`config.mk`:
```
export PLATFORM = sky130hd
export DESIGN_NAME = charger_thermal_profile_timer_regs
export DESIGN_NICKNAME = d
export VERILOG_FILES = /design/src/charger_regs_pkg.sv /design/src/charger_thermal_profile_timer_regs.sv
export VERILOG_INCLUDE_DIRS = /design/src
export SDC_FILE = /design/constraint.sdc
export NUM_CORES = 1
export LEC_CHECK = 0
export ABC_CLOCK_PERIOD_IN_PS = 7900
export BUFFER_PORTS_ARGS = -buffer_cell sky130_fd_sc_hd__buf_4
export CELL_PAD_IN_SITES_DETAIL_PLACEMENT = 1
export CELL_PAD_IN_SITES_GLOBAL_PLACEMENT = 2
export CORE_AREA = 2 2 221 223
export DETAILED_ROUTE_END_ITERATION = 7
export DIE_AREA = 0 0 223 225
export GPL_ROUTABILITY_DRIVEN = 0
export PLACE_DENSITY = 0.86
export SLEW_MARGIN = 0
export SYNTH_ARGS = -nofsm -noshare
export SYNTH_HDL_FRONTEND = slang
export SYNTH_SLANG_ARGS = --single-unit
```
`constraint.sdc`:
```
create_clock -name clk_i -period 7.9 [get_ports clk_i]
set_input_delay 0.79 -clock clk_i [delete_from_list [all_inputs] [get_ports clk_i]]
set_output_delay 0.79 -clock clk_i [all_outputs]
set_load 0.05 [all_outputs]
```
`src/charger_regs_cfg.svh`:
```
// offsets, reset values, field positions and timing counts of the bank
`ifndef CHARGER_REGS_CFG_SVH
`define CHARGER_REGS_CFG_SVH

`define ADDR_THR_R3_R2 8'h20
`define ADDR_THR_R4_R3 8'h21
`define ADDR_THR_R5_R4 8'h22
`define ADDR_THR_R6_R5 8'h23
`define ADDR_THR_R7_R6 8'h24
`define ADDR_VCODE_HI 8'h25
`define ADDR_VCODE_LO 8'h26
`define ADDR_ICODE_HI 8'h27
`define ADDR_ICODE_LO 8'h28
`define ADDR_OPTIONS 8'h29
`define ADDR_ABS_ADD 8'h2A
`define ADDR_ABS_LIM 8'h2B
`define ADDR_EQ_ADD 8'h2C
`define ADDR_EQ_TIME 8'h2D
`define ADDR_RECHARGE 8'h2E
`define ADDR_CHG_SEC 8'h30
`define ADDR_CV_SEC 8'h31
`define ADDR_ABS_SEC 8'h32
`define ADDR_EQ_SEC 8'h33

`define RST_THR_R3_R2 16'h372A
`define RST_THR_R4_R3 16'h1F27
`define RST_THR_R5_R4 16'h1BCC
`define RST_THR_R6_R5 16'h18B9
`define RST_THR_R7_R6 16'h136D
`define RST_VCODE_HI 16'h0000
`define RST_VCODE_LO 16'h0000
`define RST_ICODE_HI 16'h01EF
`define RST_ICODE_LO 16'h7FEF
`define RST_OPTIONS 16'h0000
`define RST_ABS_ADD 16'h0000
`define RST_ABS_LIM 16'h0000
`define RST_EQ_ADD 16'h002A
`define RST_EQ_TIME 16'h0E10
`define RST_RECHARGE 16'h4410

`define MASK_FULL 16'hFFFF
`define MASK_TWO_CODES 16'h03FF
`define MASK_THREE_CODES 16'h7FFF
`define MASK_OPTIONS 16'h0007
`define MASK_ADDER 16'h003F

`define OPT_CXTERM_BIT 2
`define OPT_TCOMP_BIT 1
`define OPT_PROFILE_BIT 0

`define CODE_W 5
`define CODE_A_LSB 0
`define CODE_B_LSB 5
`define CODE_C_LSB 10

`define CLK_HZ 10000000
`define SEC_PERIOD_S 1
`define SEC_TICK_CYCLES (`CLK_HZ * `SEC_PERIOD_S)
`define SEC_MAX 16'hFFFF

`endif

```
`src/charger_regs_pkg.sv`:
```
// types shared by the thermal profile and timer register bank
package charger_regs_pkg;
   typedef logic [15:0] word_t;
   typedef logic [4:0] code_t;
   typedef enum logic [2:0] {
      REGION_1, REGION_2, REGION_3, REGION_4, REGION_5, REGION_6, REGION_7
   } temp_region_t;
endpackage

```
`src/charger_thermal_profile_timer_regs.sv`:
```
// thermal profile thresholds, charge codes, options and phase timers
// Functional notes
// - writable region 3/2 threshold, default 0x372A
// - writable region 4/3 threshold, default 0x1F27
// - writable region 5/4 and 6/5 thresholds
// - writable region 7/6 threshold; region 7 off
// - region 6/5 voltage codes in one register
// - region 4/3/2 voltage codes in one register
// - region 6/5 current codes, reset 0x01EF
// - region 4/3/2 current codes, reset 0x7FEF
// - option bits 2:0, upper bits reserved
// - six-bit absorb voltage adder, rest reserved
// - equalize adder 0x002A, duration 0x0E10
// - writable sixteen-bit absorb time limit
// - recharge threshold register, reset 0x4410
// - read-only seconds counter while charging
// - read-only seconds counter in absorb phase
// - read-only seconds counter in equalize phase
// - timer termination after programmed constant-voltage seconds
// - region 1 off, beyond first threshold
`include "charger_regs_cfg.svh"
module charger_thermal_profile_timer_regs #(
   parameter int TICK_CYCLES = `SEC_TICK_CYCLES
) (
   input wire logic clk_i,
   input wire logic srst_i,
   input wire logic reg_wr_i,
   input wire logic reg_rd_i,
   input wire logic [7:0] reg_addr_i,
   input wire charger_regs_pkg::word_t reg_wdata_i,
   output charger_regs_pkg::word_t reg_rdata_o,
   input wire charger_regs_pkg::word_t ntc_ratio_i,
   input wire charger_regs_pkg::word_t temp_threshold_r2_r1_i,
   input wire charger_regs_pkg::word_t cv_phase_time_limit_i,
   input wire logic [5:0] base_vcharge_i,
   input wire charger_regs_pkg::code_t base_icharge_i,
   input wire logic new_cycle_i,
   input wire logic charging_i,
   input wire logic cv_phase_i,
   input wire logic absorb_phase_i,
   input wire logic equalize_phase_i,
   output charger_regs_pkg::temp_region_t temp_region_o,
   output logic charge_off_o,
   output logic [5:0] vcharge_code_o,
   output charger_regs_pkg::code_t icharge_code_o,
   output logic cxterm_en_o,
   output logic temp_comp_en_o,
   output logic profile_en_o,
   output logic [5:0] absorb_adder_o,
   output charger_regs_pkg::word_t absorb_limit_o,
   output logic [5:0] equalize_adder_o,
   output charger_regs_pkg::word_t equalize_time_o,
   output charger_regs_pkg::word_t recharge_level_o,
   output logic timer_term_o
);
   import charger_regs_pkg::*;

   localparam int TW = $clog2(TICK_CYCLES + 1);
   localparam logic [TW-1:0] TICK_LAST = TW'(TICK_CYCLES - 1);

   // saturating seconds counter; a new cycle wins over counting
   function automatic word_t sec_next(word_t cnt, logic run, logic tick,
                                      logic clr);
      word_t n;
      n = cnt;
      if (clr) begin
         n = '0;
      end else if (run && tick && cnt != `SEC_MAX) begin
         n = cnt + 16'h0001;
      end
      return n;
   endfunction

   // ---------------- configuration registers ----------------
   word_t thr2_reg, thr3_reg, thr4_reg, thr5_reg, thr6_reg;
   word_t thr2_next, thr3_next, thr4_next, thr5_next, thr6_next;
   word_t vhi_reg, vlo_reg, ihi_reg, ilo_reg, opt_reg;
   word_t vhi_next, vlo_next, ihi_next, ilo_next, opt_next;
   word_t aadd_reg, alim_reg, eadd_reg, etim_reg, rech_reg;
   word_t aadd_next, alim_next, eadd_next, etim_next, rech_next;

   always_comb begin
      thr2_next = thr2_reg;
      thr3_next = thr3_reg;
      thr4_next = thr4_reg;
      thr5_next = thr5_reg;
      thr6_next = thr6_reg;
      vhi_next = vhi_reg;
      vlo_next = vlo_reg;
      ihi_next = ihi_reg;
      ilo_next = ilo_reg;
      opt_next = opt_reg;
      aadd_next = aadd_reg;
      alim_next = alim_reg;
      eadd_next = eadd_reg;
      etim_next = etim_reg;
      rech_next = rech_reg;
      // reserved bits are masked off so they always read back as zero
      if (reg_wr_i) begin
         case (reg_addr_i)
            `ADDR_THR_R3_R2: thr2_next = reg_wdata_i;
            `ADDR_THR_R4_R3: thr3_next = reg_wdata_i;
            `ADDR_THR_R5_R4: thr4_next = reg_wdata_i;
            `ADDR_THR_R6_R5: thr5_next = reg_wdata_i;
            `ADDR_THR_R7_R6: thr6_next = reg_wdata_i;
            `ADDR_VCODE_HI: vhi_next = reg_wdata_i & `MASK_TWO_CODES;
            `ADDR_VCODE_LO: vlo_next = reg_wdata_i & `MASK_THREE_CODES;
            `ADDR_ICODE_HI: ihi_next = reg_wdata_i & `MASK_TWO_CODES;
            `ADDR_ICODE_LO: ilo_next = reg_wdata_i & `MASK_THREE_CODES;
            `ADDR_OPTIONS: opt_next = reg_wdata_i & `MASK_OPTIONS;
            `ADDR_ABS_ADD: aadd_next = reg_wdata_i & `MASK_ADDER;
            `ADDR_ABS_LIM: alim_next = reg_wdata_i;
            `ADDR_EQ_ADD: eadd_next = reg_wdata_i & `MASK_ADDER;
            `ADDR_EQ_TIME: etim_next = reg_wdata_i;
            `ADDR_RECHARGE: rech_next = reg_wdata_i;
            default: begin
            end
         endcase
      end
   end

   always_ff @(posedge clk_i) begin
      if (srst_i) begin
         thr2_reg <= `RST_THR_R3_R2;
         thr3_reg <= `RST_THR_R4_R3;
         thr4_reg <= `RST_THR_R5_R4;
         thr5_reg <= `RST_THR_R6_R5;
         thr6_reg <= `RST_THR_R7_R6;
         vhi_reg <= `RST_VCODE_HI;
         vlo_reg <= `RST_VCODE_LO;
         ihi_reg <= `RST_ICODE_HI;
         ilo_reg <= `RST_ICODE_LO;
         opt_reg <= `RST_OPTIONS;
         aadd_reg <= `RST_ABS_ADD;
         alim_reg <= `RST_ABS_LIM;
         eadd_reg <= `RST_EQ_ADD;
         etim_reg <= `RST_EQ_TIME;
         rech_reg <= `RST_RECHARGE;
      end else begin
         thr2_reg <= thr2_next;
         thr3_reg <= thr3_next;
         thr4_reg <= thr4_next;
         thr5_reg <= thr5_next;
         thr6_reg <= thr6_next;
         vhi_reg <= vhi_next;
         vlo_reg <= vlo_next;
         ihi_reg <= ihi_next;
         ilo_reg <= ilo_next;
         opt_reg <= opt_next;
         aadd_reg <= aadd_next;
         alim_reg <= alim_next;
         eadd_reg <= eadd_next;
         etim_reg <= etim_next;
         rech_reg <= rech_next;
      end
   end

   // ---------------- seconds base and phase counters ----------------
   logic [TW-1:0] tick_cnt_reg, tick_cnt_next;
   logic tick;
   word_t chg_sec_reg, cv_sec_reg, abs_sec_reg, eq_sec_reg;
   word_t chg_sec_next, cv_sec_next, abs_sec_next, eq_sec_next;
   logic term_reg, term_next;

   // the base restarts with each cycle so the first second is a full one
   assign tick = (tick_cnt_reg == TICK_LAST) && !new_cycle_i;

   always_comb begin
      tick_cnt_next = tick_cnt_reg + TW'(1);
      if (new_cycle_i || tick_cnt_reg == TICK_LAST) begin
         tick_cnt_next = '0;
      end
      chg_sec_next = sec_next(chg_sec_reg, charging_i, tick,
                              new_cycle_i);
      cv_sec_next = sec_next(cv_sec_reg, cv_phase_i, tick,
                             new_cycle_i);
      abs_sec_next = sec_next(abs_sec_reg, absorb_phase_i, tick,
                              new_cycle_i);
      eq_sec_next = sec_next(eq_sec_reg, equalize_phase_i, tick,
                             new_cycle_i);
      // stays set until the next charge cycle starts
      term_next = term_reg ||
                  (cv_phase_i && cv_sec_reg >= cv_phase_time_limit_i);
      if (new_cycle_i) begin
         term_next = 1'b0;
      end
   end

   always_ff @(posedge clk_i) begin
      if (srst_i) begin
         tick_cnt_reg <= '0;
         chg_sec_reg <= '0;
         cv_sec_reg <= '0;
         abs_sec_reg <= '0;
         eq_sec_reg <= '0;
         term_reg <= 1'b0;
      end else begin
         tick_cnt_reg <= tick_cnt_next;
         chg_sec_reg <= chg_sec_next;
         cv_sec_reg <= cv_sec_next;
         abs_sec_reg <= abs_sec_next;
         eq_sec_reg <= eq_sec_next;
         term_reg <= term_next;
      end
   end
   assign timer_term_o = term_reg;

   // ---------------- region decode and code selection ----------------
   temp_region_t region_reg, region_next;
   logic off_reg, off_next;
   logic [5:0] vout_reg, vout_next;
   code_t iout_reg, iout_next;
   word_t rdata_reg, rdata_next;

   // a larger ratio means a colder battery; ties go to the colder region
   always_comb begin
      if (ntc_ratio_i >= temp_threshold_r2_r1_i) begin
         region_next = REGION_1;
      end else if (ntc_ratio_i >= thr2_reg) begin
         region_next = REGION_2;
      end else if (ntc_ratio_i >= thr3_reg) begin
         region_next = REGION_3;
      end else if (ntc_ratio_i >= thr4_reg) begin
         region_next = REGION_4;
      end else if (ntc_ratio_i >= thr5_reg) begin
         region_next = REGION_5;
      end else if (ntc_ratio_i >= thr6_reg) begin
         region_next = REGION_6;
      end else begin
         region_next = REGION_7;
      end
      off_next = 1'b0;
      vout_next = base_vcharge_i;
      iout_next = base_icharge_i;
      if (opt_reg[`OPT_PROFILE_BIT]) begin
         case (region_next)
            REGION_2: begin
               vout_next = {1'b0, vlo_reg[`CODE_A_LSB +: `CODE_W]};
               iout_next = ilo_reg[`CODE_A_LSB +: `CODE_W];
            end
            REGION_3: begin
               vout_next = {1'b0, vlo_reg[`CODE_B_LSB +: `CODE_W]};
               iout_next = ilo_reg[`CODE_B_LSB +: `CODE_W];
            end
            REGION_4: begin
               vout_next = {1'b0, vlo_reg[`CODE_C_LSB +: `CODE_W]};
               iout_next = ilo_reg[`CODE_C_LSB +: `CODE_W];
            end
            REGION_5: begin
               vout_next = {1'b0, vhi_reg[`CODE_A_LSB +: `CODE_W]};
               iout_next = ihi_reg[`CODE_A_LSB +: `CODE_W];
            end
            REGION_6: begin
               vout_next = {1'b0, vhi_reg[`CODE_B_LSB +: `CODE_W]};
               iout_next = ihi_reg[`CODE_B_LSB +: `CODE_W];
            end
            default: begin
               // regions 1 and 7: charging stops, codes forced to zero
               off_next = 1'b1;
               vout_next = '0;
               iout_next = '0;
            end
         endcase
      end
      rdata_next = rdata_reg;
      if (reg_rd_i) begin
         case (reg_addr_i)
            `ADDR_THR_R3_R2: rdata_next = thr2_reg;
            `ADDR_THR_R4_R3: rdata_next = thr3_reg;
            `ADDR_THR_R5_R4: rdata_next = thr4_reg;
            `ADDR_THR_R6_R5: rdata_next = thr5_reg;
            `ADDR_THR_R7_R6: rdata_next = thr6_reg;
            `ADDR_VCODE_HI: rdata_next = vhi_reg;
            `ADDR_VCODE_LO: rdata_next = vlo_reg;
            `ADDR_ICODE_HI: rdata_next = ihi_reg;
            `ADDR_ICODE_LO: rdata_next = ilo_reg;
            `ADDR_OPTIONS: rdata_next = opt_reg;
            `ADDR_ABS_ADD: rdata_next = aadd_reg;
            `ADDR_ABS_LIM: rdata_next = alim_reg;
            `ADDR_EQ_ADD: rdata_next = eadd_reg;
            `ADDR_EQ_TIME: rdata_next = etim_reg;
            `ADDR_RECHARGE: rdata_next = rech_reg;
            `ADDR_CHG_SEC: rdata_next = chg_sec_reg;
            `ADDR_CV_SEC: rdata_next = cv_sec_reg;
            `ADDR_ABS_SEC: rdata_next = abs_sec_reg;
            `ADDR_EQ_SEC: rdata_next = eq_sec_reg;
            default: rdata_next = '0;
         endcase
      end
   end

   always_ff @(posedge clk_i) begin
      if (srst_i) begin
         region_reg <= REGION_1;
         off_reg <= 1'b1;
         vout_reg <= '0;
         iout_reg <= '0;
         rdata_reg <= '0;
      end else begin
         region_reg <= region_next;
         off_reg <= off_next;
         vout_reg <= vout_next;
         iout_reg <= iout_next;
         rdata_reg <= rdata_next;
      end
   end

   assign temp_region_o = region_reg;
   assign charge_off_o = off_reg;
   assign vcharge_code_o = vout_reg;
   assign icharge_code_o = iout_reg;
   assign reg_rdata_o = rdata_reg;
   assign cxterm_en_o = opt_reg[`OPT_CXTERM_BIT];
   assign temp_comp_en_o = opt_reg[`OPT_TCOMP_BIT];
   assign profile_en_o = opt_reg[`OPT_PROFILE_BIT];
   assign absorb_adder_o = aadd_reg[5:0];
   assign absorb_limit_o = alim_reg;
   assign equalize_adder_o = eadd_reg[5:0];
   assign equalize_time_o = etim_reg;
   assign recharge_level_o = rech_reg;
endmodule

```
Word level (Yosys, flattened, before mapping) --
Cells that the tools add are included.
Word-level totals: register bits 313
Cells by class: reduce and logical (&&, ||, !) cells 31, add/sub/neg operators 5, equality and inequality tests 29, order comparisons 7, multiplexer cells 13
Operators by type and width (number):
- 16-bit case mux with 19 select lines | 1
- 8-bit by 6-bit equality test with 1-bit output, second input constant | 19
- 16-bit >= comparator | 7
- 16-bit by 1-bit adder with 16-bit output, second input constant | 4
- 16-bit != test, second input constant | 4
- 5-bit case mux with 5 select lines | 2
- 2-bit AND reduction | 15
- 24-bit by 1-bit adder with 24-bit output, second input constant | 1
- 24-bit equality test, second input constant | 1
- 3-bit two-way mux | 4
- 1-bit logical AND | 10
- 3-bit by 2-bit equality test with 1-bit output, second input constant | 2
- 3-bit equality test, second input constant | 2
- 6-bit two-way mux | 1
- 5-bit two-way mux | 1
- 5-bit OR reduction | 1
- 2-bit two-way mux | 2
- 2-bit OR reduction | 2
- 3-bit by 1-bit equality test with 1-bit output, second input constant | 1
- 1-bit logical OR | 2
- 1-bit two-way mux | 2
- 1-bit zero test | 1

Longest topological paths before layout --
depth in word-level cells 11, mapped depth 11

Least setup slack after synthesis --
Ideal clock, no wire load.
kind input-to-reg, from input port ntc_ratio_i[13], to register iout_reg[0], in the netlist icharge_code_o[0], path buffers 0, data arrival time 2.921 ns, stages on the path 8, data required time 7.759 ns, slack 4.838 ns, cell sequence ha_1 -> a211oi_1 -> nor2_1 -> a2111oi_0 -> and3_1 -> nand3_1 -> o311ai_2 -> a2bb2oi_1
Between the ends: longest elaborated chain between the ends 10, elaborated cells on any way between the ends 19, classes of those cells order compare: 6; eq/ne: 5; mux: 8
RTL lines:
- from (decl) | line charger_thermal_profile_timer_regs.sv:32 | input wire charger_regs_pkg::word_t ntc_ratio_i,
- 16-bit >= comparator | line charger_thermal_profile_timer_regs.sv:227 | end else if (ntc_ratio_i >= thr6_reg) begin
- 2-bit two-way mux | line charger_thermal_profile_timer_regs.sv:227
- 2-bit two-way mux | line charger_thermal_profile_timer_regs.sv:225 | end else if (ntc_ratio_i >= thr5_reg) begin
- 3-bit two-way mux | line charger_thermal_profile_timer_regs.sv:223 | end else if (ntc_ratio_i >= thr4_reg) begin
- 3-bit two-way mux | line charger_thermal_profile_timer_regs.sv:221 | end else if (ntc_ratio_i >= thr3_reg) begin
- 3-bit two-way mux | line charger_thermal_profile_timer_regs.sv:219 | end else if (ntc_ratio_i >= thr2_reg) begin
- 3-bit two-way mux * | line charger_thermal_profile_timer_regs.sv:217 | if (ntc_ratio_i >= temp_threshold_r2_r1_i) begin
- 3-bit equality test, or another cell as far along | line charger_thermal_profile_timer_regs.sv:236 | case (region_next)
- 5-bit case mux with 5 select lines * | line charger_thermal_profile_timer_regs.sv:236
- 5-bit two-way mux * | line charger_thermal_profile_timer_regs.sv:235 | if (opt_reg[`OPT_PROFILE_BIT]) begin
- to (signal assigned) | line charger_thermal_profile_timer_regs.sv:303 | iout_reg <= iout_next;
- to (decl) | line charger_thermal_profile_timer_regs.sv:212 | code_t iout_reg, iout_next;
Every way passes the cells marked *; elsewhere a longest branch is shown, timed or not. A chain may end at the register's enable or synchronous reset.

Worst setup path after layout --
from input port ntc_ratio_i[0], to register iout_reg[1], in the netlist icharge_code_o[1]
The elaborated chain is that of the path after synthesis.

==> out/results.txt <==
FF-to-FF setup slack -> 4.42 ns
Core Region -> 0.0475 sq mm
H-tree levels -> 2
Initial DRC count -> 1,482
HP Class -> input port to register
Rel. slew slack -> 0.143
CP Cell Sequence -> buf_4 -> inv_1 -> ha_1 -> nor2_1 -> a21oi_1 -> o41ai_1 -> a21oi_1 -> nor2_1 -> nand4_1 -> o21ai_0 -> a2bb2oi_1
FF/Latch Area -> 0.00627 sq mm
Leakage -> 7.87 nW
Largest cells by area after synthesis -> dfxtp_1, nand2_1, ha_1
Routed vias/inst -> 5.87
Maximum vdd drop -> 0.154 mV
Hold path start -> base_vcharge_i[5]
Switching Fraction -> 0.256
Detailed-placement wirelength estimate -> 52,200 um
Worst setup SP type -> input port
Final Max Tran Viols -> 0
Crit path from -> ntc_ratio_i[0]
Root Driver -> clkbuf_16
CP Max Fanout -> 13
Fin crit period -> 3.50 ns
WHS Path Cells -> 2
Synth warn -> 0
Final period utilization -> 0.443
Clk_skew -> 0.0237 ns
Post-route DRC -> 0
Gate power share -> 0.086
Area after DPL -> 0.0184 sq mm
CP arrival -> 3.96 ns
Post-synthesis cell count -> 2,051
Fill count -> 5,699
Syn-to-layout area delta -> 18.3%
Final setup viols -> 0
Total routed wirelength -> 70,500 um
Setup TNS -> 0 ns
EDFF count, synth -> 0
Setup crit end -> icharge_code_o[1]
Top-Level Pins -> 187
GRT Total Usage -> 0.275
Reg clk slew, reported paths -> 0.06 ns
Routed vias -> 16,600
Max_cap viols -> 0
Grt ovf -> 0
Wirelength per Cell -> 25.0 um
Postcts setup bufs -> 0
Power Total -> 3.57 mW
Number of global-route vias before repair -> 16,700
# clock sinks -> 313
Longest Clk Path Bufs -> 3
Port-buffer cells -> 186
Max FFs per register -> 24
Hold Buf Count CTS -> 0
Syn_nets -> 2,260
Synth top area share -> 0.380
Crit path max-delay cell type -> nor2_1
Register area share after synthesis -> 0.380
Most common cell in the netlist -> nand2_1
Part of the power in the clock network -> 0.468
Largest net degree at the start of global routing -> 79
NetSw -> 0.913 mW
Die X -> 223 um
RSZ-0062 raised after global routing -> false
Reg2reg end -> icharge_code_o[3]
NumNets Final -> 2,391
Final ANT Viol Nets -> 0
Initial core utilization -> 0.347
Crit-path max cell delay -> 0.79 ns
CP Capture Type -> register
Die ar. -> 0.0502 sq mm
Area of the multi-input gates -> 0.00929 sq mm
Critical path class -> input port to register
Register share of total power -> 0.446
Final Hold Viols -> 0
TritonCTS clock tree -> yes
Post-route cell area -> 0.0195 sq mm
Initial antenna violation count -> 1
Reg2Reg Depth -> 11
Clock latency at the later pin of the worst-skew pair -> 0.55 ns
Syn Area/Cell -> 8.04 sq um
CTS resizes -> 0
Num CTS Buffers -> 37
ANT cells -> 0
Die height -> 225 um
Worst-Margin Slew -> 1.28 ns
Top_reg_cell synth -> dfxtp_1
Yosys cell types -> 71
Layout cells sized above 1 -> 0.136
Number of cell rows -> 80
Int Pwr -> 2.66 mW
Synth cell count leaders -> nand2_1, dfxtp_1, a21oi_1
CP Data Required Time -> 8.36 ns
Reg2Reg Launch Point -> thr2_reg[11]
Register bit total from synthesis -> 313
Mapped Area -> 0.0165 sq mm
Yosys top cell by area -> dfxtp_1
PwrDens -> 183 mW/mm^2
Outcome -> finished clean
Ys async rst share -> 0
Pre-Repair DR Iteration Count -> 8
Peak Freq -> 0.286 GHz
First-pass GRT wire length -> 105,000 um
-- layout make-up --
class | instances | area share
timing repair buffer | 206 | 0.0792
inverter | 134 | 0.0258
sequential | 313 | 0.321
multi-input combinational | 1490 | 0.476
tap | 615 | 0.0394
clock buffer | 53 | 0.0526
clock inverter | 9 | 0.00622
-- cell families after synthesis --
logic type / after synthesis / synth area share
buffers and inverters: 248 / 0.0582
AND/OR/NAND/NOR: 821 / 0.220
AO/OA/AOI/OAI: 443 / 0.182
multiplexers: 35 / 0.0319
adder cells (fa/ha/maj): 117 / 0.0887
flip-flops: 313 / 0.380
XOR/XNOR: 74 / 0.0393
-- critical path: cells and delay by family --
family                   cells  cell delay [ns]
AND/OR/NAND/NOR              3             1.46
adder cells (fa/ha/maj)      1             0.28
AO/OA/AOI/OAI                5             1.12
buffers and inverters        2             0.31
-- metrics by stage --
step	util	instances	setup slack, ns	hold slack, ns
3_3_place_gp	0.387	2758	4.08	0.443
6_report	0.411	2820	4.40	0.447
4_1_cts	0.411	2820	4.43	0.430
3_5_place_dp	0.387	2758	3.91	0.455
5_1_grt	0.411	2820	4.16	0.465
2_1_floorplan	-	2051	4.84	0.436
-- routing by layer --
layer | global-route usage | part of all wire
met3 | 0.0361 | 0.069
met5 | 0 | 0.00016
met4 | 0.113 | 0.041
met1 | 0.356 | 0.42
met2 | 0.463 | 0.47
-- power by group through the flow --
stage | clock network (mW) | registers [mW] | logic (mW)
2_1_floorplan | 0 | 1.65 | 0.143
3_3_place_gp | 0 | 1.63 | 0.290
3_5_place_dp | 0 | 1.63 | 0.300
4_1_cts | 1.69 | 1.59 | 0.302
5_1_grt | 1.75 | 1.59 | 0.327
6_report | 1.67 | 1.59 | 0.305
-- placed cells by master (no fill, tap or decap), types with 31 or more instances in the layout --
master	netlist	routed
o21ai_0	46	46
xor2_1	47	47
ha_1	117	117
nand4_1	37	37
dfxtp_1	313	313
a22oi_1	32	32
inv_1	133	133
buf_4	0	206
o211ai_1	39	39
nand2_1	422	422
nor2_1	147	147
clkbuf_16	0	37
a21oi_1	174	174
nand3_1	108	108
a22o_1	31	31
-- worst min-delay path by stage --
stage                         to  slack [ns]
6_report       vcharge_code_o[5]        0.45
5_1_grt        vcharge_code_o[5]        0.46
4_1_cts        vcharge_code_o[5]        0.43
3_5_place_dp         thr5_reg[8]        0.46
3_3_place_gp        thr4_reg[14]        0.44
2_1_floorplan       thr4_reg[14]        0.44
No activity file was read; power rests on OpenSTA's default activity.
